### src/hw/spi_unit_pkg.sv
// Package: configuration, status and constants of the SPI serial unit
`default_nettype none
package spi_unit_pkg;

	// ----------------------------------------------------------------
	// Sizes and counts
	// ----------------------------------------------------------------
	localparam int          CHAR_W      = 9;
	localparam int          RXQ_DEPTH   = 16;
	localparam int          RXBUF_DEPTH = 2;
	localparam logic [2:0]  SYNC_CYCLES = 3'h3;
	localparam logic [4:0]  LAST_EDGE_8 = 5'h0f;
	localparam logic [4:0]  LAST_EDGE_9 = 5'h11;

	// ----------------------------------------------------------------
	// Pad placement: entry {ss, sck, data_out} indexed by out select
	// ----------------------------------------------------------------
	localparam logic [3:0][5:0] OUT_PAD_MAP = {
		6'h1c,	// select 3: ss 1, sck 3, out 0
		6'h27,	// select 2: ss 2, sck 1, out 3
		6'h1e,	// select 1: ss 1, sck 3, out 2
		6'h24	// select 0: ss 2, sck 1, out 0
	};

	// ----------------------------------------------------------------
	// Carriers
	// ----------------------------------------------------------------
	typedef struct packed {
		logic       enable;
		logic       master;
		logic       cpol;
		logic       cpha;
		logic       lsb_first;
		logic       char9;
		logic       rx_en;
		logic       tx_en;
		logic       master_select_hw_enable;
		logic [1:0] data_in_pad_select;
		logic [1:0] data_out_pad_select;
		logic [7:0] baud;
		logic       addr_en;
		logic [7:0] addr_value;
		logic       debug_halt_select;
	} cfg_t;

	typedef struct packed {
		logic rx_overflow;
		logic tx_complete;
		logic addr_match;
		logic sync_busy;
	} status_t;

	typedef enum logic [1:0] {
		ST_IDLE   = 2'b00,
		ST_SELECT = 2'b01,
		ST_SHIFT  = 2'b11,
		ST_FINISH = 2'b10
	} xfer_state_t;

	localparam cfg_t             CFG_RESET  = '0;
	localparam logic [CHAR_W-1:0] DATA_RESET = '0;

endpackage
`default_nettype wire

### src/hw/spi_unit.sv
// SPI serial unit: pad control, shift engine, buffers and receive FIFO
//
// Summary of operation
// - Unit owns pad direction and value per role.
// - Master drives select only when hardware enabled.
// - Disabled receiver releases its data-in pad.
// - Pull and drive-strength settings pass to pads.
// - Pad placement chosen by in/out select fields.
// - One transmit holding buffer, two receive buffers.
// - Full duplex over four wires.
// - All four clock polarity and phase modes.
// - Selectable LSB-first or MSB-first order.
// - One-direction transfer frees an unused data pad.
// - Master clock from baud generator; slave address qualifies.
// - Slave compares first character with 8-bit address.
// - Slave wakes system on select level change.
// - Keeps working while clocked; requests wake system.
// - Register state and shift logic on unit clock.
// - Configuration writes take effect after synchronisation.
// - Keeps running under debug halt by default.
// - Debug halt select freezes the baud generator.
// - Protection never blocks data or status writes.
// - Debugger accesses bypass write protection.
// - Request lines let DMA service data transfers.
`default_nettype none

// --------------------------------------------------------------------
// Generic FIFO
// --------------------------------------------------------------------
module spi_fifo #(
	parameter int WIDTH = 9,
	parameter int DEPTH = 16
) (
	input  wire logic             clock,     // unit clock
	input  wire logic             sys_rst,   // async reset, high
	input  wire logic             in_valid,  // write request
	output logic                  in_ready,  // space available
	input  wire logic [WIDTH-1:0] in_data,   // write word
	output logic                  out_valid, // word available
	input  wire logic             out_ready, // read accept
	output logic      [WIDTH-1:0] out_data   // head word
);
	localparam int AW = (DEPTH > 1) ? $clog2(DEPTH) : 1;
	localparam int CW = $clog2(DEPTH + 1);

	logic [WIDTH-1:0] mem [DEPTH];
	logic [AW-1:0]    wr_ptr;
	logic [AW-1:0]    rd_ptr;
	logic [CW-1:0]    count;
	wire              do_wr = in_valid && in_ready;
	wire              do_rd = out_valid && out_ready;

	assign in_ready  = count != CW'(DEPTH);
	assign out_valid = count != '0;
	assign out_data  = mem[rd_ptr];

	function automatic logic [AW-1:0] bump(input logic [AW-1:0] p);
		return (p == AW'(DEPTH - 1)) ? '0 : p + 1'b1;
	endfunction

	always_ff @(posedge clock or posedge sys_rst)
	begin
		if (sys_rst)
		begin
			wr_ptr <= '0;
			rd_ptr <= '0;
			count  <= '0;
		end
		else
		begin
			if (do_wr)
				wr_ptr <= bump(wr_ptr);
			if (do_rd)
				rd_ptr <= bump(rd_ptr);
			if (do_wr && !do_rd)
				count <= count + 1'b1;
			else if (do_rd && !do_wr)
				count <= count - 1'b1;
		end
	end

	always_ff @(posedge clock)
	begin
		if (do_wr)
			mem[wr_ptr] <= in_data;
	end
endmodule

// --------------------------------------------------------------------
// Top: SPI serial unit
// --------------------------------------------------------------------
module spi_unit
	import spi_unit_pkg::*;
#(
	parameter int QDEPTH = RXQ_DEPTH
) (
	input  wire logic              clock,              // 100 MHz unit clock
	input  wire logic              sys_rst,            // async reset, high
	input  wire cfg_t              cfg_in,             // config write value
	input  wire logic              cfg_write,          // config write strobe
	input  wire logic              peripheral_access_guard, // protect on
	input  wire logic              cfg_from_debugger,  // write by debugger
	input  wire logic              debug_halted,       // CPU halted
	input  wire logic              status_clear,       // clear sticky flags
	input  wire logic [3:0]        pad_pull_enable,    // pad pull setting
	input  wire logic [3:0]        pad_drive_strength, // pad drive setting
	input  wire logic [3:0]        pad_in,             // pad levels
	output logic      [3:0]        pad_out,            // pad drive values
	output logic      [3:0]        pad_oe,             // pad drive enables
	output logic      [3:0]        pad_claim,          // unit owns pad
	output logic      [3:0]        pad_pull,           // pull to pads
	output logic      [3:0]        pad_drive,          // strength to pads
	input  wire logic [CHAR_W-1:0] tx_data,            // transmit character
	input  wire logic              tx_valid,           // transmit request
	output logic                   tx_ready,           // holding empty
	output logic      [CHAR_W-1:0] rx_data,            // received character
	output logic                   rx_valid,           // character ready
	input  wire logic              rx_ready,           // character taken
	output logic                   dma_tx_req,         // DMA may write
	output logic                   dma_rx_req,         // DMA may read
	output status_t                status,             // sticky flags, busy
	output logic                   ss_wake,            // select changed
	output logic                   wake_request        // wake the system
);
	// ----------------------------------------------------------------
	// Configuration synchronisation and protection
	// ----------------------------------------------------------------
	cfg_t        act;
	cfg_t        shadow;
	logic [2:0]  sync_cnt;
	wire         sync_busy  = sync_cnt != '0;
	wire         cfg_accept = cfg_write && !sync_busy &&
		(!peripheral_access_guard || cfg_from_debugger);

	always_ff @(posedge clock or posedge sys_rst)
	begin
		if (sys_rst)
		begin
			act      <= CFG_RESET;
			shadow   <= CFG_RESET;
			sync_cnt <= '0;
		end
		else if (cfg_accept)
		begin
			shadow   <= cfg_in;
			sync_cnt <= SYNC_CYCLES;
		end
		else if (sync_busy)
		begin
			sync_cnt <= sync_cnt - 1'b1;
			if (sync_cnt == 3'h1)
				act <= shadow;
		end
	end

	// ----------------------------------------------------------------
	// Decode
	// ----------------------------------------------------------------
	wire        master_on = act.enable && act.master;
	wire        slave_on  = act.enable && !act.master;
	wire [5:0]  out_map   = OUT_PAD_MAP[act.data_out_pad_select];
	wire [1:0]  do_idx    = out_map[1:0];
	wire [1:0]  sck_idx   = out_map[3:2];
	wire [1:0]  ss_idx    = out_map[5:4];
	wire [1:0]  di_idx    = act.data_in_pad_select;
	wire        din       = pad_in[di_idx];
	wire        sck_in    = pad_in[sck_idx];
	wire        ss_low    = !pad_in[ss_idx];
	wire        halt      = debug_halted && act.debug_halt_select;

	function automatic logic [4:0] last_edge(input logic c9);
		return c9 ? LAST_EDGE_9 : LAST_EDGE_8;
	endfunction

	function automatic logic [CHAR_W-1:0] rx_align(
		input logic [CHAR_W-1:0] sh, input logic lsb, input logic c9);
		if (c9)
			return sh;
		return lsb ? {1'b0, sh[8:1]} : {1'b0, sh[7:0]};
	endfunction

	// ----------------------------------------------------------------
	// Baud generator and edge events
	// ----------------------------------------------------------------
	xfer_state_t       state;
	logic [7:0]        baud_cnt;
	logic              sck_int;
	logic              sck_prev;
	logic              ss_prev;
	logic [4:0]        k;
	logic [CHAR_W-1:0] tx_sh;
	logic [CHAR_W-1:0] rx_sh;
	logic              hold_full;
	logic [CHAR_W-1:0] hold_data;
	logic              addr_phase;
	logic              accept;
	logic              out_hold;

	wire running   = master_on && state != ST_IDLE;
	wire tick      = running && !halt && baud_cnt == act.baud;
	wire slv_edge  = slave_on && ss_low && sck_in != sck_prev;
	wire slv_start = slave_on && ss_low && !ss_prev;
	wire edge_ev   = master_on ? (tick && state == ST_SHIFT) : slv_edge;
	wire lead      = master_on ? !k[0] : (sck_in != act.cpol);
	wire sample_ev = edge_ev && (lead ^ act.cpha);
	wire setup_ev  = edge_ev && !(lead ^ act.cpha) && k != '0;
	wire end_ev    = edge_ev && k == last_edge(act.char9);
	wire rx_done   = sample_ev &&
		k == last_edge(act.char9) - {4'h0, !act.cpha};
	wire m_load    = master_on && ((state == ST_SELECT && tick) ||
		(end_ev && hold_full));
	wire s_load    = slv_start || (slave_on && end_ev);
	wire load      = m_load || s_load;
	wire tx_bit    = act.lsb_first ? tx_sh[0] :
		(act.char9 ? tx_sh[8] : tx_sh[7]);
	wire [CHAR_W-1:0] rx_shifted = act.lsb_first ?
		{din, rx_sh[8:1]} : {rx_sh[7:0], din};
	wire [CHAR_W-1:0] rx_word = rx_align(rx_shifted, act.lsb_first,
		act.char9);

	always_ff @(posedge clock or posedge sys_rst)
	begin
		if (sys_rst)
			baud_cnt <= '0;
		else if (!running || tick)
			baud_cnt <= '0;
		else if (!halt)
			baud_cnt <= baud_cnt + 1'b1;
	end

	// ----------------------------------------------------------------
	// Master sequencing
	// ----------------------------------------------------------------
	always_ff @(posedge clock or posedge sys_rst)
	begin
		if (sys_rst)
			state <= ST_IDLE;
		else if (!master_on)
			state <= ST_IDLE;
		else
			unique case (state)
				ST_IDLE:   if (hold_full) state <= ST_SELECT;
				ST_SELECT: if (tick) state <= ST_SHIFT;
				ST_SHIFT:  if (end_ev && !hold_full) state <= ST_FINISH;
				ST_FINISH: if (tick) state <= ST_IDLE;
			endcase
	end

	// ----------------------------------------------------------------
	// Shift engine
	// ----------------------------------------------------------------
	always_ff @(posedge clock or posedge sys_rst)
	begin
		if (sys_rst)
		begin
			k        <= '0;
			sck_int  <= 1'b0;
			sck_prev <= 1'b0;
			ss_prev  <= 1'b0;
			out_hold <= 1'b0;
			tx_sh    <= DATA_RESET;
			rx_sh    <= DATA_RESET;
		end
		else
		begin
			sck_prev <= sck_in;
			ss_prev  <= ss_low;
			// Data pad must not move together with a sampling clock edge
			out_hold <= sample_ev;
			if (master_on && state == ST_SHIFT && edge_ev)
				sck_int <= !sck_int;
			else if (!(master_on && state == ST_SHIFT))
				sck_int <= act.cpol;
			if (end_ev || (slave_on && !ss_low) || state == ST_IDLE)
				k <= '0;
			else if (edge_ev)
				k <= k + 1'b1;
			if (load)
				tx_sh <= hold_full ? hold_data : DATA_RESET;
			else if (setup_ev)
				tx_sh <= act.lsb_first ? tx_sh >> 1 : tx_sh << 1;
			if (sample_ev)
				rx_sh <= rx_shifted;
		end
	end

	// ----------------------------------------------------------------
	// Transmit holding buffer
	// ----------------------------------------------------------------
	assign tx_ready = !hold_full;

	always_ff @(posedge clock or posedge sys_rst)
	begin
		if (sys_rst)
		begin
			hold_full <= 1'b0;
			hold_data <= DATA_RESET;
		end
		else if (tx_valid && tx_ready)
		begin
			hold_full <= 1'b1;
			hold_data <= tx_data;
		end
		else if (load)
			hold_full <= 1'b0;
	end

	// ----------------------------------------------------------------
	// Address match and receive path
	// ----------------------------------------------------------------
	wire addr_hit = rx_done && slave_on && addr_phase;
	wire rx_push  = rx_done && act.rx_en && !addr_phase && accept;
	logic             buf_ready;
	logic             buf_valid;
	logic [CHAR_W-1:0] buf_data;
	logic             q_ready;

	always_ff @(posedge clock or posedge sys_rst)
	begin
		if (sys_rst)
		begin
			addr_phase <= 1'b0;
			accept     <= 1'b1;
		end
		else if (!slave_on)
		begin
			addr_phase <= 1'b0;
			accept     <= 1'b1;
		end
		else if (slv_start)
		begin
			addr_phase <= act.addr_en;
			accept     <= !act.addr_en;
		end
		else if (addr_hit)
		begin
			addr_phase <= 1'b0;
			accept     <= rx_word[7:0] == act.addr_value;
		end
	end

	spi_fifo #(.WIDTH(CHAR_W), .DEPTH(RXBUF_DEPTH)) u_rxbuf (
		.clock     (clock),
		.sys_rst   (sys_rst),
		.in_valid  (rx_push),
		.in_ready  (buf_ready),
		.in_data   (rx_word),
		.out_valid (buf_valid),
		.out_ready (q_ready),
		.out_data  (buf_data)
	);

	spi_fifo #(.WIDTH(CHAR_W), .DEPTH(QDEPTH)) u_rxq (
		.clock     (clock),
		.sys_rst   (sys_rst),
		.in_valid  (buf_valid),
		.in_ready  (q_ready),
		.in_data   (buf_data),
		.out_valid (rx_valid),
		.out_ready (rx_ready),
		.out_data  (rx_data)
	);

	// ----------------------------------------------------------------
	// Status, wake and DMA requests
	// ----------------------------------------------------------------
	wire tx_done = master_on && state == ST_FINISH && tick;

	always_ff @(posedge clock or posedge sys_rst)
	begin
		if (sys_rst)
		begin
			status  <= '0;
			ss_wake <= 1'b0;
		end
		else
		begin
			status.rx_overflow <= (rx_push && !buf_ready) ||
				(status.rx_overflow && !status_clear);
			status.tx_complete <= tx_done ||
				(status.tx_complete && !status_clear);
			status.addr_match  <= (addr_hit &&
				rx_word[7:0] == act.addr_value) ||
				(status.addr_match && !status_clear);
			status.sync_busy   <= sync_busy;
			ss_wake <= slave_on && ss_low != ss_prev;
		end
	end

	assign wake_request = ss_wake || rx_valid || status.tx_complete;
	assign dma_tx_req   = act.enable && act.tx_en && !hold_full;
	assign dma_rx_req   = rx_valid;

	// ----------------------------------------------------------------
	// Pad control
	// ----------------------------------------------------------------
	logic [3:0] next_pad_out;
	logic [3:0] next_pad_oe;
	logic [3:0] next_claim;
	wire        ss_hw = master_on && act.master_select_hw_enable;

	always_comb
	begin
		next_pad_out = '0;
		next_pad_oe  = '0;
		next_claim   = '0;
		if (act.enable)
		begin
			next_claim[do_idx]   = act.tx_en;
			next_pad_oe[do_idx]  = act.tx_en;
			next_pad_out[do_idx] = out_hold ? pad_out[do_idx] : tx_bit;
			next_claim[sck_idx]  = 1'b1;
			next_pad_oe[sck_idx] = master_on;
			next_pad_out[sck_idx] = master_on && sck_int;
			next_claim[ss_idx]   = slave_on || ss_hw;
			next_pad_oe[ss_idx]  = ss_hw;
			next_pad_out[ss_idx] = !(ss_hw && state != ST_IDLE);
			next_claim[di_idx]   = act.rx_en;
		end
	end

	always_ff @(posedge clock or posedge sys_rst)
	begin
		if (sys_rst)
		begin
			pad_out   <= '0;
			pad_oe    <= '0;
			pad_claim <= '0;
			pad_pull  <= '0;
			pad_drive <= '0;
		end
		else
		begin
			pad_out   <= next_pad_out;
			pad_oe    <= next_pad_oe;
			pad_claim <= next_claim;
			pad_pull  <= pad_pull_enable;
			pad_drive <= pad_drive_strength;
		end
	end
endmodule
`default_nettype wire

### config.mk
export PLATFORM = sky130hd
export DESIGN_NAME = spi_unit
export DESIGN_NICKNAME = d
export VERILOG_FILES = /design/src/hw/spi_unit_pkg.sv /design/src/hw/spi_unit.sv
export SDC_FILE = /design/constraint.sdc
export NUM_CORES = 1
export LEC_CHECK = 0
export BUFFER_PORTS_ARGS = -buffer_cell sky130_fd_sc_hd__buf_4
export CAP_MARGIN = 5
export CORE_UTILIZATION = 30
export DETAILED_ROUTE_END_ITERATION = 10
export PLACE_DENSITY_LB_ADDON = 0.25
export SYNTH_ARGS = -nofsm -noshare
export SYNTH_HDL_FRONTEND = slang
export SYNTH_HIERARCHICAL = 1
export SYNTH_SLANG_ARGS = --single-unit
### constraint.sdc
create_clock -name clock -period 10.9 [get_ports clock]
set_clock_uncertainty 0.05 [all_clocks]
set_input_delay 0.545 -clock clock [delete_from_list [all_inputs] [get_ports clock]]
set_output_delay 0.545 -clock clock [all_outputs]
set_load 0.02 [all_outputs]
# Yosys cells after proc, flatten, opt, wreduce, memory -nomap -nowiden

Memories as Yosys holds them, arrays and structs flattened.
Cells that the tools add are included.

Add/sub/neg operators: 12
Magnitude comparators: 9
Equality and inequality tests: 22
Mux-type cells: 76
Bitwise gates (word level): 5
Reduce and logical (&&, ||, !) cells: 102

Operators by type and width:

| operator                                                                     | count |
|---|---|
| 9-bit 2-to-1 mux                                                             | 7 |
| 1-bit logical AND                                                            | 55 |
| 1-bit 2-to-1 mux                                                             | 30 |
| 5-bit 2-to-1 mux                                                             | 5 |
| 4-bit bitwise mux                                                            | 6 |
| 8-bit 2-to-1 mux                                                             | 3 |
| 1-bit logical NOT                                                            | 20 |
| 4-bit 2-to-1 mux                                                             | 5 |
| 8-bit equality test                                                          | 2 |
| 2-bit nonzero test                                                           | 8 |
| 2-bit by 3-bit less-than comparator with 1-bit output, second input constant | 5 |
| 2-bit 2-to-1 mux                                                             | 7 |
| 1-bit logical OR                                                             | 13 |
| 6-bit binary-select mux with 2-bit select                                    | 1 |
| 3-bit != test, second input constant                                         | 4 |
| 5-bit by 1-bit adder with 5-bit output, second input constant                | 2 |
| 5-bit equality test                                                          | 2 |
| 5-bit nonzero test                                                           | 2 |
| 4-bit by 1-bit adder with 4-bit output, second input constant                | 2 |
| 8-bit by 1-bit adder with 8-bit output, second input constant                | 1 |
| 4-bit bitwise AND                                                            | 2 |
| 1-bit binary-select mux with 2-bit select                                    | 4 |
| 1-bit demux with 2-bit select                                                | 4 |
| 4-bit equality test, second input constant                                   | 2 |
| 25 further kinds                                                             | 34 |

Flip-flop bits (word level): 156
Bits in writable memories: 162
Input port bits: 61
Output and inout bits: 39
Logic and storage cells: 288
Memories: 2

Memories:

| memory      | depth | width | rd ports | clocked after Yosys merged registers in | wr ports | line           | source |
|---|---|---|---|---|---|---|---|
| u_rxq.mem   | 16    | 9     | 1        | 0                                       | 1        | spi_unit.sv:46 | `logic [WIDTH-1:0] mem [DEPTH];` |
| u_rxbuf.mem | 2     | 9     | 1        | 0                                       | 1        | spi_unit.sv:46 |  |

# Longest topological paths before layout

Gate-level depths: netlist of run 1.

Word-level depth: 18
Depth in mapped cells: 16
Mapped depth without buffers: 14

# Hierarchy

Netlist of run 1, hierarchy kept.

By module, submodules not included:

| module              | times used | cells each | area an instance (sq um) | seq. area each (sq um) |
|---|---|---|---|---|
| spi_unit            | 1          | 581        | 6613.8                   | 3479.6 |
| spi_fifo at u_rxq   | 1          | 321        | 6286.0                   | 4649.5 |
| spi_fifo at u_rxbuf | 1          | 47         | 864.6                    | 640.6 |

# Worst setup path before layout of run 1

Ideal clock, no wire load.

Path kind: flip-flop to flip-flop
Start point: reg act[18] in the netlist's numbering
End point: mem u_rxbuf.mem[0][0], enable pin
Setup time: 0.374 ns
Arrival: 3.009 ns
Data required time: 10.476 ns
Slack: 7.467 ns
Cell stages (with the launch flop): 13
Period minus slack after synthesis: 3.433 ns
Path through: dfrtp_1 -> buf_2 -> clkinv_1 -> ha_1 -> or2_1 -> buf_6 -> mux4_2 -> nor3_2 -> o211ai_4 -> nand3b_4 -> nor2_1 -> nand2_1 -> nor2_1

Cells in the longest elaborated chain, start to end: 16
Elaborated cells between the ends (all ways): 22
Classes of those cells: 2 x eq/ne; 10 x mux; 1 x bitwise; 9 x reduce/logical

RTL lines:

| element                                       | line            | source |
|---|---|---|
| from (decl)                                   | spi_unit.sv:128 | `cfg_t act;` |
| from (signal assigned)                        | spi_unit.sv:152 | `act <= shadow;` |
| 6-bit binary-select mux with 2-bit select (*) | spi_unit.sv:161 | `wire [5:0] out_map = OUT_PAD_MAP[act.data_out_pad_select];` |
| 6-bit 2-to-1 mux (implied by the code) (*)    | spi_unit.sv:161 |  |
| 1-bit binary-select mux with 2-bit select     | spi_unit.sv:168 | `wire ss_low = !pad_in[ss_idx];` |
| 1-bit 2-to-1 mux (implied by the code)        | spi_unit.sv:168 |  |
| 1-bit logical NOT                             | spi_unit.sv:168 |  |
| 1-bit logical AND (2 in a row)                | spi_unit.sv:201 | `wire slv_edge = slave_on && ss_low && sck_in != sck_prev;` |
| 1-bit 2-to-1 mux                              | spi_unit.sv:203 | `wire edge_ev = master_on ? (tick && state == ST_SHIFT) : slv_edge;` |
| 1-bit logical AND (*)                         | spi_unit.sv:205 | `wire sample_ev = edge_ev && (lead ^ act.cpha);` |
| 1-bit logical AND (*)                         | spi_unit.sv:208 | `wire rx_done = sample_ev &&` |
| 1-bit logical AND (*) (3 in a row)            | spi_unit.sv:312 | `wire rx_push = rx_done && act.rx_en && !addr_phase && accept;` |
| net rx_push                                   | spi_unit.sv:312 |  |
| 1-bit logical AND (*)                         | spi_unit.sv:50  | `wire do_wr = in_valid && in_ready;` |
| 1-bit 2-to-1 mux (*)                          | spi_unit.sv:84  | `if (do_wr)` |
| 1-bit 2-to-1 mux (implied by the code) (*)    | spi_unit.sv:85  | `mem[wr_ptr] <= in_data;` |
| to (decl)                                     | spi_unit.sv:46  |  |

Mark *: on every way through the listed nets, which the timed path passes. The rest lies on a longest branch. The select of a mux whose other input is x is not followed.

# Final worst setup path of run 1

Start point: reg act[18] in the netlist's numbering
End point: mem u_rxbuf.mem[0][4], enable pin

The elaborated chain is that of the path after synthesis.

==> metrics.md, run 1 <==
| Metric | Value |
|---|---|
| Total track usage | `0.1262` |
| Post-synthesis sequential area ratio | `0.6371` |
| Sw Pwr | `approximately 0.0015 W` |
| Pwr Density | `277.7 mW/mm2` |
| Total number of vias | `roughly 7800` |
| Worst R2R End | `u_rxbuf/mem[0][4]$_DFFE_PP_` |
| Comb pwr share | `0.319` |
| Critical path type | `reg2reg` |
| GP Congestion | `0.7762` |
| CTS tree | `yes` |
| CP arrival | `~4.3 ns` |
| Hold Path End | `pad_pull[1]$_DFF_PP0_` |
| WP data required | `11.01 ns` |
| Largest net degree at the start of global routing | `85` |
| Post-synth EDFFs | `162` |
| Most common cell after layout, fill and taps aside | `edfxtp_1` |
| Setup_tns | `0 ns` |
| Leak Pwr | `about 6.4 nW` |
| Final hold violation count | `0` |
| Int Power | `approximately 0.0030 W` |
| Worst VDD drop | `0.1297 mV` |
| Dpl hpwl | `19390 um` |
| H-tree depth | `2` |
| Cts repair resizes | `0` |
| Count of cell types in the netlist | `75` |
| Worst skew pair latency | `between 0.5 and 0.6 ns` |
| Most frequent cells in the layout | `162 x edfxtp_1, 154 x dfrtp_1, 108 x buf_4, 85 x mux2_2, 56 x nand2_1` |
| Yosys top cell area share | `0.3534` |
| Total Routed Length | `28630 um` |
| Largest area contributor in the netlist | `edfxtp_1` |
| CTS clk-pin slew, worst paths | `around 0.060 ns` |
| Area of the die | `between 0.04 and 0.05 mm2` |
| YS warnings | `6` |
| Bufs on Longest Clock Path | `3` |
| TritonCTS buffer count | `37` |
| Routed length per instance | `17.08 um` |
| # rows | `78` |
| Setup WS pre-CTS | `roughly 6.7 ns` |
| Worst reg2reg setup slack | `6.75 ns` |
| RR Startpoint | `act[18]$_DFFE_PP0P_` |
| First-pass GRT wire length | `46090 um` |
| Worst rel slew slack | `0.2746` |
| Final core occ | `0.3601` |
| R2R depth | `10` |
| DRT Pass-1 Iters | `5` |
| Die H | `216.2 um` |
| Synthesized cell area | `around 0.014 mm2` |
| Switch share | `0.3290` |
| Global route total overflow | `0` |
| Hold depth | `1` |
| Max Freq | `240.9 MHz` |
| # DRC | `0` |
| Initial core utilization | `0.3040` |
| HP Start | `pad_pull_enable[1]` |
| Reg power frac | `0.414` |
| FF+latch count, synth | `~320` |
| Post CTS Setup Buffer Count | `0` |
| I/O Buffers | `99` |
| Cells after synthesis | `949` |
| Die Width | `216.2 um` |
| Hold Path Class | `in2reg` |
| Post-route cell area | `0.01631 mm2` |
| Setup violations, final | `0` |
| Placement Cell Area | `0.01511 mm2` |
| Max Cap Violations | `0` |
| CP Max Fanout | `18` |
| Core area | `~0.045 mm2` |
| Worst-margin pin slew | `~1.1 ns` |
| Net count, final | `1129` |
| Io pins | `100` |
| Initial antenna violation count | `0` |
| ANT cells | `0` |
| Area delta synth->final | `18.48%` |
| Status | `completed` |
| Clock Tree Root | `clkbuf_16` |
| Final Max Slew Viols | `0` |
| Starting DRC count in detailed routing | `between 400 and 500` |
| Via density | `4.625` |
| Synthesized area per cell | `~15 um2` |
| Main synth FF type | `edfxtp_1` |
| Post-layout min period | `between 4 and 5 ns` |
| Worst Setup Start Kind | `flop` |
| Number of global-route vias before repair | `8062` |
| Clock share of power | `0.267` |
| Slack of the critical path | `6.749 ns` |
| Crit share post-route | `0.3808` |
| Synth area leaders | `edfxtp_1 35%, dfrtp_1 28%, mux2_2 7.0%` |
| Clk sinks | `318` |
| Synth async-reset ratio | `0.4906` |
| Layout cells sized above 1 | `0.2797` |
| RSZ-0062 raised after global routing | `false` |
| Syn nets | `1030` |
| Final antenna-violating net count | `0` |
| Critical Path End Type | `flop` |
[final cells by class]
cell class | instances | area (um2)
Tap cell | 600 | 750.7
Sequential cell | 318 | 8771
Multi-Input combinational cell | 552 | 4658
Clock buffer | 53 | 1069
Fill cell | 4389 | 28980
Timing Repair Buffer | 109 | 820.8
Inverter | 30 | 117.6
Clock inverter | 14 | 121.4
[routing by layer]
metal | vias to the layer above | share of wire | global-route usage
met1 | 3833 | 0.45 | 0.1663
met4 | 0 | 0.021 | 0.04272
met3 | 42 | 0.048 | 0.02905
met2 | 150 | 0.48 | 0.2043
li1 | 3726 | - | -
met5 | - | 0 | 0
[through the flow]
stage               hold WS, ns  instances  total power (W)
floorplan                0.2611        949         0.002941
global route            0.03214       1676         0.004815
detailed placement       0.4233       1608         0.003376
finish                  0.05531       1676         0.004528
CTS                     0.01936       1676         0.004611
global placement         0.4238       1608         0.003349
[power by group through the flow]
stage	Sequential (W)	Clock, W	Combinational, W
finish	0.00187	0.00121	0.00144
global placement	0.00190	0	0.00145
floorplan	0.00180	0	0.00114
CTS	0.00188	0.00125	0.00148
global route	0.00192	0.00130	0.00160
detailed placement	0.00190	0	0.00147
[critical path, stage by stage, from the launching register on]
cell	delay (ns)
dfrtp_1	0.60
clkinv_1	0.36
ha_1	0.36
or2_1	0.36
mux4_2	0.38
nor3_2	0.30
o211ai_4	0.22
nand3b_4	0.24
nor2_1	0.21
nand2_1	0.13
nor2_1	0.57
[how the worst max path moves through the flow]
| stage | cells after the start | end | startpoint | slack, ns |
|---|---|---|---|---|
| global placement | 10 | u_rxbuf/mem[0][8]$_DFFE_PP_ | act[18]$_DFFE_PP0P_ | 6.86 |
| global route | 10 | u_rxbuf/mem[0][3]$_DFFE_PP_ | act[18]$_DFFE_PP0P_ | 6.35 |
| floorplan | 1 | act[0]$_DFFE_PP0P_ | sys_rst | 6.58 |
| detailed placement | 10 | u_rxbuf/mem[0][3]$_DFFE_PP_ | act[18]$_DFFE_PP0P_ | 6.71 |
| CTS | 10 | u_rxbuf/mem[0][3]$_DFFE_PP_ | act[18]$_DFFE_PP0P_ | 6.68 |
| finish | 10 | u_rxbuf/mem[0][4]$_DFFE_PP_ | act[18]$_DFFE_PP0P_ | 6.75 |
[cells in the mapped netlist, types with 2 or more instances]
master / instances
or2_1: 3
ha_1: 19
o21ai_0: 21
nand4_1: 8
nor4_1: 4
buf_6: 3
o21a_1: 3
a21o_1: 7
nand2_1: 56
o22ai_1: 5
nor2b_1: 12
inv_1: 28
buf_2: 8
and3_1: 9
a21oi_1: 25
or2_2: 2
and2_1: 6
a22oi_1: 20
xor2_1: 30
xnor2_1: 13
nand3b_1: 2
mux2_2: 85
nand2b_1: 8
o31ai_1: 2
clkbuf_1: 26
o21ai_1: 18
nor2_1: 51
nor3_1: 12
mux2i_1: 27
o32ai_1: 2
nand3_1: 18
buf_1: 10
edfxtp_1: 162
a21boi_0: 3
buf_4: 2
mux4_2: 38
a31oi_1: 9
dfrtp_1: 155
[what timing repair did]
action / in CTS / in global routing
setup endpoints to repair: 0 / 0
hold buffers: 1 / 0
hold endpoints to repair: 4 / 0
[sequential cells by signal (all words and copies together), names as in the netlist, 8 cells and up]
name,flops
u_rxq/mem,144
hold_data,9
rx_sh,9
baud_cnt,8
u_rxbuf/mem,18
tx_sh,9
shadow,31
act,29
[kinds of logic (layout without fill, tap and decap cells)]
family / after synthesis / in the layout / synth area share
XOR/XNOR: 43 / 43 / 0.02736
adder cells (fa/ha/maj): 20 / 20 / 0.01873
flip-flops: 318 / 318 / 0.6371
multiplexers: 152 / 152 / 0.1543
AND/OR/NAND/NOR: 204 / 204 / 0.07445
AO/OA/AOI/OAI: 133 / 133 / 0.06354
buffers and inverters: 79 / 206 / 0.02445
No activity file was read; power rests on OpenSTA's default activity.
==> run 2, diff against run 1 <==
--- a/config.mk
+++ b/config.mk
@@ -5,6 +5,7 @@
 export SDC_FILE = /design/constraint.sdc
 export NUM_CORES = 1
 export LEC_CHECK = 0
+export ABC_AREA = 1
 export BUFFER_PORTS_ARGS = -buffer_cell sky130_fd_sc_hd__buf_4
 export CAP_MARGIN = 5
 export CORE_UTILIZATION = 30
==> constraint.sdc (replaced) <==
create_clock -name clock -period 3.65 [get_ports clock]
set_clock_uncertainty 0.05 [all_clocks]
set_input_delay 0.1825 -clock clock [delete_from_list [all_inputs] [get_ports clock]]
set_output_delay 0.1825 -clock clock [all_outputs]
set_load 0.02 [all_outputs]
==> metrics.md, run 2 <==
| Metric | Value |
|---|---|
| Status | `completed` |
| Max Freq | `328.3 MHz` |
| Global route total overflow | `0` |
| Via density | `4.466` |
| R2R depth | `20` |
| Synth async-reset ratio | `0.4906` |
| Placement Cell Area | `0.01628 mm2` |
| RR Startpoint | `act[18]$_DFFE_PP0P_` |
| Post-synthesis sequential area ratio | `0.5895` |
| Worst Setup Start Kind | `flop` |
| Max Cap Violations | `0` |
| Worst skew pair latency | `0.55 ns` |
| Worst R2R End | `u_rxbuf/count[1]$_DFFE_PP0P_` |
| YS warnings | `6` |
| Most frequent cells in the layout | `377 x nand2_1, 244 x inv_1, 175 x nand3_1, 162 x edfxtp_1, 154 x dfrtp_1` |
| CP arrival | `3.43 ns` |
| Dpl hpwl | `23210 um` |
| CP Capture Point | `u_rxbuf/count[1]$_DFFE_PP0P_` |
| Total number of vias | `approximately 11000` |
| Bufs on Longest Clock Path | `3` |
| FF+latch count, synth | `318` |
| Final hold violation count | `0` |
| Area delta synth->final | `21.22%` |
| Leak Pwr | `around 8.2 nW` |
| CP max stage cell | `dfrtp_1` |
| Final antenna-violating net count | `0` |
| Setup_tns | `0 ns` |
| CTS clk-pin slew, worst paths | `0.06 ns` |
| Crit path buf inv count | `6` |
| CTS tree | `yes` |
| Worst VDD drop | `0.4638 mV` |
| Crit share post-route | `0.8344` |
| Die Width | `between 200 and 250 um` |
| DRT Pass-1 Iters | `5` |
| Hold Path Class | `in2reg` |
| Syn nets | `about 1700` |
| Slack of the critical path | `roughly 0.6 ns` |
| Synth cell count leaders | `377 x nand2_1, 245 x inv_1, 176 x nand3_1` |
| Worst path top cell family by delay | `simple AND/OR/NAND/NOR gates` |
| Count of cell types in the netlist | `50` |
| ANT cells | `0` |
| Net count, final | `1817` |
| Synthesized cell area | `0.01488 mm2` |
| Worst rel slew slack | `0.3479` |
| Largest net degree at the start of global routing | `140` |
| TritonCTS buffer count | `38` |
| Most common cell after layout, fill and taps aside | `nand2_1` |
| I/O Buffers | `99` |
| First-pass GRT wire length | `roughly 58000 um` |
| Routed length per instance | `14.69 um` |
| Cells after synthesis | `about 1600` |
| Critical path type | `reg2reg` |
| CP max stage delay | `0.53 ns` |
| Critical Path End Type | `flop` |
| Total Routed Length | `35640 um` |
| H-tree depth | `2` |
| # rows | `81` |
| # DRC | `0` |
| Setup violations, final | `0` |
| Worst reg2reg setup slack | `0.60 ns` |
| Main synth FF type | `edfxtp_1` |
| Post-layout min period | `3.046 ns` |
| Area of the die | `0.05048 mm2` |
| Max FFs per register | `about 140` |
| Clock Tree Root | `clkbuf_16` |
| Total track usage | `0.1453` |
| Setup WS pre-CTS | `between 0.5 and 0.6 ns` |
| Initial core utilization | `0.3039` |
| Critical path cell sequence | `inv_2 -> ha_1 -> nor2_2 -> inv_1 -> nand2_1 -> nand2_1 -> nor2_1 -> nand2_1 -> nand2_2 -> nand2_2 -> clkinv_2 -> nand3b_1 -> inv_1 -> nand2_2 -> inv_1 -> ha_1 -> inv_1 -> nand3_1 -> nand2_1 -> nand2_1` |
| Largest register by flop count | `u_rxq/mem` |
| Io pins | `100` |
| Layout cells sized above 1 | `0.1452` |
| Count leader, synth | `nand2_1` |
| Synth area leaders | `edfxtp_1 33%, dfrtp_1 26%, nand2_1 9.5%` |
| Critical Path Stages | `20` |
| Die H | `approximately 220 um` |
| Critical path origin | `act[18]$_DFFE_PP0P_` |
| Largest area contributor in the netlist | `edfxtp_1` |
| Clk sinks | `between 300 and 400` |
| Initial antenna violation count | `2` |
| Number of global-route vias before repair | `10692` |
| RSZ-0062 raised after global routing | `false` |
| Top Registers | `u_rxq/mem x144, shadow x31, act x29` |
| Pwr Density | `831.9 mW/mm2` |
| Post-synth EDFFs | `~160` |
| Worst-margin pin slew | `0.9745 ns` |
| GP Congestion | `0.8135` |
| Post-route cell area | `0.01803 mm2` |
| Core area | `0.04895 mm2` |
| Starting DRC count in detailed routing | `690` |
| WP data required | `4.03 ns` |
| CP Max Fanout | `18` |
| Final Max Slew Viols | `0` |
| Yosys top cell area share | `0.3270` |
| Most frequent CP cell | `nand2_1` |
| Synthesized area per cell | `9.398 um2` |
## run 2: cell type report
type	instances	area [um2]
clock buffer	51	1071
clock inverter	16	155.1
fill	4940	30920
inverter	258	978.4
multi-input combinational	952	4808
sequential	318	8771
tap	664	830.8
timing repair buffer	168	1419
## run 2: power breakdown
| group | internal, W | switching, W | leakage (nW) |
|---|---|---|---|
| Combinational | 0.00196 | 0.00367 | 4.30 |
| Sequential | 0.00494 | 0.000703 | 3.33 |
| Clock | 0.00226 | 0.00147 | 0.603 |
| Total | 0.00916 | 0.00584 | 8.24 |
## run 2: timing repair
action | CTS | global route
hold buffers | 53 | 0
gates resized for setup | 0 | 0
hold endpoints to repair | 208 | 0
buffers inserted | 0 | 0
## run 2: how the worst min path moves through the flow
| stage | from | to | slack (ns) | cells after the start |
|---|---|---|---|---|
| final | pad_in[0] | ss_prev$_DFF_PP0_ | 0.06 | 6 |
| after CTS | pad_in[0] | ss_prev$_DFF_PP0_ | 0.02 | 6 |
| after global placement | sys_rst | u_rxbuf/count[1]$_DFFE_PP0P_ | 0.07 | 2 |
| after detailed placement | sys_rst | u_rxbuf/count[1]$_DFFE_PP0P_ | 0.07 | 2 |
| after floorplan | sys_rst | u_rxbuf/count[0]$_DFFE_PP0P_ | -0.10 | 1 |
| after global routing | pad_in[0] | ss_prev$_DFF_PP0_ | 0.08 | 6 |
## run 2: layer usage
layer  track usage  vias to the layer above  wire length, um
li1              -                     5437                -
met1        0.1992                     5095            17110
met2        0.2308                      246            15910
met3       0.02848                       56             1829
met4       0.04542                        4              767
met5             0                        -               24
## run 2: tightest hold or removal path, stage by stage
cell     delay [ns]
buf_4          0.09
nand2_1        0.05
o21ai_1        0.08
nand2_1        0.06
nand2_1        0.09
inv_1          0.05
## run 2: cells by family after synthesis
group / synth area share
flops: 0.5895
simple gates: 0.2187
fa+ha+maj: 0.01733
buf+inv: 0.08764
xor+xnor: 0.009419
compound gates: 0.05576
mux: 0.02170
## run 2: stage by stage
stage	util	power [W]	std cells	hold slack [ns]
after global placement	0.3325	0.01121	2307	0.06613
after global routing	0.3684	0.01616	2427	0.08482
final	0.3684	0.01500	2427	0.05706
after floorplan	-	0.009593	1583	-0.1014
after CTS	0.3684	0.01518	2427	0.02304
after detailed placement	0.3325	0.01131	2307	0.07111
==> run 3, diff against run 2 <==
--- a/config.mk
+++ b/config.mk
@@ -5,7 +5,7 @@
 export SDC_FILE = /design/constraint.sdc
 export NUM_CORES = 1
 export LEC_CHECK = 0
-export ABC_AREA = 1
+export ABC_AREA = 0
 export BUFFER_PORTS_ARGS = -buffer_cell sky130_fd_sc_hd__buf_4
 export CAP_MARGIN = 5
 export CORE_UTILIZATION = 30
==> constraint.sdc (replaced) <==
create_clock -name clock -period 2.48 [get_ports clock]
set_clock_uncertainty 0.05 [all_clocks]
set_input_delay 0.124 -clock clock [delete_from_list [all_inputs] [get_ports clock]]
set_output_delay 0.124 -clock clock [all_outputs]
set_load 0.02 [all_outputs]
==> metrics.md, run 3 (synthesized netlist as in run 1, its figures left out) <==
| Metric | Value |
|---|---|
| Clk sinks | `318` |
| Total number of vias | `8394` |
| Crit path buf inv count | `2` |
| Critical Path End Type | `flop` |
| Dpl hpwl | `20740 um` |
| Critical path cell sequence | `or4_4 -> o21ai_4 -> ha_4 -> inv_4 -> buf_4 -> ha_1 -> a2111oi_2 -> a31oi_1 -> a221o_1` |
| Final hold violation count | `0` |
| Worst R2R End | `u_rxq/count[4]$_DFFE_PP0P_` |
| Worst rel slew slack | `0.5751` |
| Setup violations, final | `16` |
| Area of the die | `0.04674 mm2` |
| CTS clk-pin slew, worst paths | `0.06 ns` |
| CP arrival | `3.01 ns` |
| Initial antenna violation count | `0` |
| Hold Path End | `sync_cnt[1]$_DFFE_PP0P_` |
| Clock Tree Root | `clkbuf_16` |
| Final antenna-violating net count | `0` |
| Max Cap Violations | `0` |
| Die H | `216.2 um` |
| # DRC | `0` |
| Worst reg2reg setup slack | `-0.18 ns` |
| Worst skew pair latency | `around 0.54 ns` |
| CP max stage delay | `0.54 ns` |
| Violated checks | `negative setup slack` |
| H-tree depth | `2` |
| CP Max Fanout | `4` |
| Worst path top cell family by delay | `compound AO/OA/AOI/OAI gates` |
| Setup WS pre-CTS | `-0.2299 ns` |
| Worst Setup Start Kind | `flop` |
| Total Routed Length | `31350 um` |
| Net count, final | `between 1000 and 1500` |
| Hold depth | `4` |
| Top Registers | `u_rxq/mem x144, shadow x31, act x29` |
| Starting DRC count in detailed routing | `434` |
| Cells after DPL | `between 1500 and 2000` |
| Max Freq | `376.4 MHz` |
| Bufs on Longest Clock Path | `3` |
| Initial core utilization | `0.3040` |
| # rows | `slightly below 80` |
| Worst VDD drop | `about 1.1 mV` |
| Hold Path Class | `in2reg` |
| Io pins | `100` |
| Total track usage | `0.1366` |
| WP data required | `roughly 2.8 ns` |
| ANT cells | `0` |
| Die Width | `216.2 um` |
| Hold Slack | `0.02075 ns` |
| Critical path type | `reg2reg` |
| RR Startpoint | `u_rxq/count[3]$_DFFE_PP0P_` |
| RSZ-0062 raised after global routing | `true` |
| Largest net degree at the start of global routing | `82` |
| Crit share post-route | `1.071` |
| CP max stage cell | `or4_4` |
| Global route total overflow | `0` |
| Status | `complete, but fails checks` |
| Post-layout min period | `between 2 and 3 ns` |
| Finished Layout Cells | `~1800` |
| Layout cells sized above 1 | `0.3850` |
| Routed length per instance | `about 17 um` |
| Via density | `4.630` |
| Area delta synth->final | `31.70%` |
| Number of global-route vias before repair | `9060` |
| Leak Pwr | `7.164 nW` |
| Max FFs per register | `144` |
| Slack of the critical path | `-0.1769 ns` |
| Pwr Density | `1200 mW/mm2` |
| Core area | `0.04528 mm2` |
| Most frequent cells in the layout | `169 x buf_4, 162 x edfxtp_1, 153 x dfrtp_1, 85 x mux2_2, 55 x nand2_1` |
| I/O Buffers | `just under 100` |
| First-pass GRT wire length | `50290 um` |
| Final Max Slew Viols | `0` |
| HP Start | `cfg_from_debugger` |
| GP Congestion | `approximately 0.78` |
| TritonCTS buffer count | `36` |
| R2R depth | `9` |
| Most common cell after layout, fill and taps aside | `buf_4` |
| DRT Pass-1 Iters | `5` |
| Largest register by flop count | `u_rxq/mem` |
| CTS tree | `yes` |
| Worst-margin pin slew | `0.6373 ns` |
==> run 3: changes by cell type in the layout (fill, tap and decap cells not counted), sizes merged, moves of 27 or more <==
cell	change
nand2	-333
mux2i	+27
mux4	+39
o21ai	-31
inv	-224
nor2	-52
a21oi	-30
nand3	-162
mux2	+60
buf	+78
==> run 3: worst reg2reg max path, cell delays in order, from the launching register on <==
cell	delay (ns)
dfrtp_1	0.37
or4_4	0.54
o21ai_4	0.17
ha_4	0.17
inv_4	0.04
buf_4	0.13
ha_1	0.32
a2111oi_2	0.35
a31oi_1	0.07
a221o_1	0.32
==> run 3: power breakdown <==
part	leakage, nW	total (W)	switching (W)	internal, W
combinational	3.16	0.00842	0.00421	0.00422
clock	0.577	0.00519	0.00212	0.00307
sequential	3.42	0.00814	0.000968	0.00717
==> run 3: worst max path at each step <==
stage                                    start                            to  slack [ns]  cells after the start
finish              u_rxq/count[3]$_DFFE_PP0P_    u_rxq/count[4]$_DFFE_PP0P_       -0.18                      9
global route        u_rxq/count[3]$_DFFE_PP0P_    u_rxq/count[4]$_DFFE_PP0P_       -0.29                      9
CTS                 u_rxq/count[3]$_DFFE_PP0P_    u_rxq/count[4]$_DFFE_PP0P_       -0.20                      9
detailed placement  u_rxq/count[3]$_DFFE_PP0P_    u_rxq/count[4]$_DFFE_PP0P_       -0.23                      9
global placement    u_rxq/count[3]$_DFFE_PP0P_    u_rxq/count[4]$_DFFE_PP0P_       -0.20                      9
floorplan                  act[18]$_DFFE_PP0P_  u_rxbuf/count[1]$_DFFE_PP0P_       -0.38                     16
==> run 3: timing repair <==
item / 4_1_cts / 5_1_grt
pin swaps: 11 / 15
hold buffers: 54 / 0
hold endpoints to repair: 210 / 0
endpoints found under the setup margin: 60 / 115
cloned: 4 / 2
resized for setup: 37 / 55
buffers inserted: 7 / 2
==> run 3: cell type report <==
class                      instances  area, um2
sequential                       318       8775
inverter                          30      131.4
clock inverter                    15      160.2
fill                            4281      27160
clock buffer                      47       1002
multi-input combinational        554       5080
tap                              600      750.7
timing repair buffer             249       2228
==> run 3: metal layers <==
layer / share of wire / routed length (um) / vias up / global-route usage
li1: - / - / 4010 / -
met1: 0.45 / 14030 / 4209 / 0.1753
met2: 0.50 / 15710 / 131 / 0.2360
met3: 0.030 / 952 / 44 / 0.02288
met4: 0.021 / 654 / 0 / 0.03967
met5: 0 / 0 / - / 0
==> run 3: through the flow <==
step | TNS (ns) | total power (W) | util | cell area (um2)
floorplan | -5.799 | 0.01308 | - | 13890
global placement | -2.658 | 0.01574 | 0.3500 | 15850
detailed placement | -4.639 | 0.01589 | 0.3500 | 15850
CTS | -1.335 | 0.02166 | 0.3943 | 17850
global route | -4.436 | 0.02311 | 0.4003 | 18130
finish | -1.163 | 0.02176 | 0.4003 | 18130
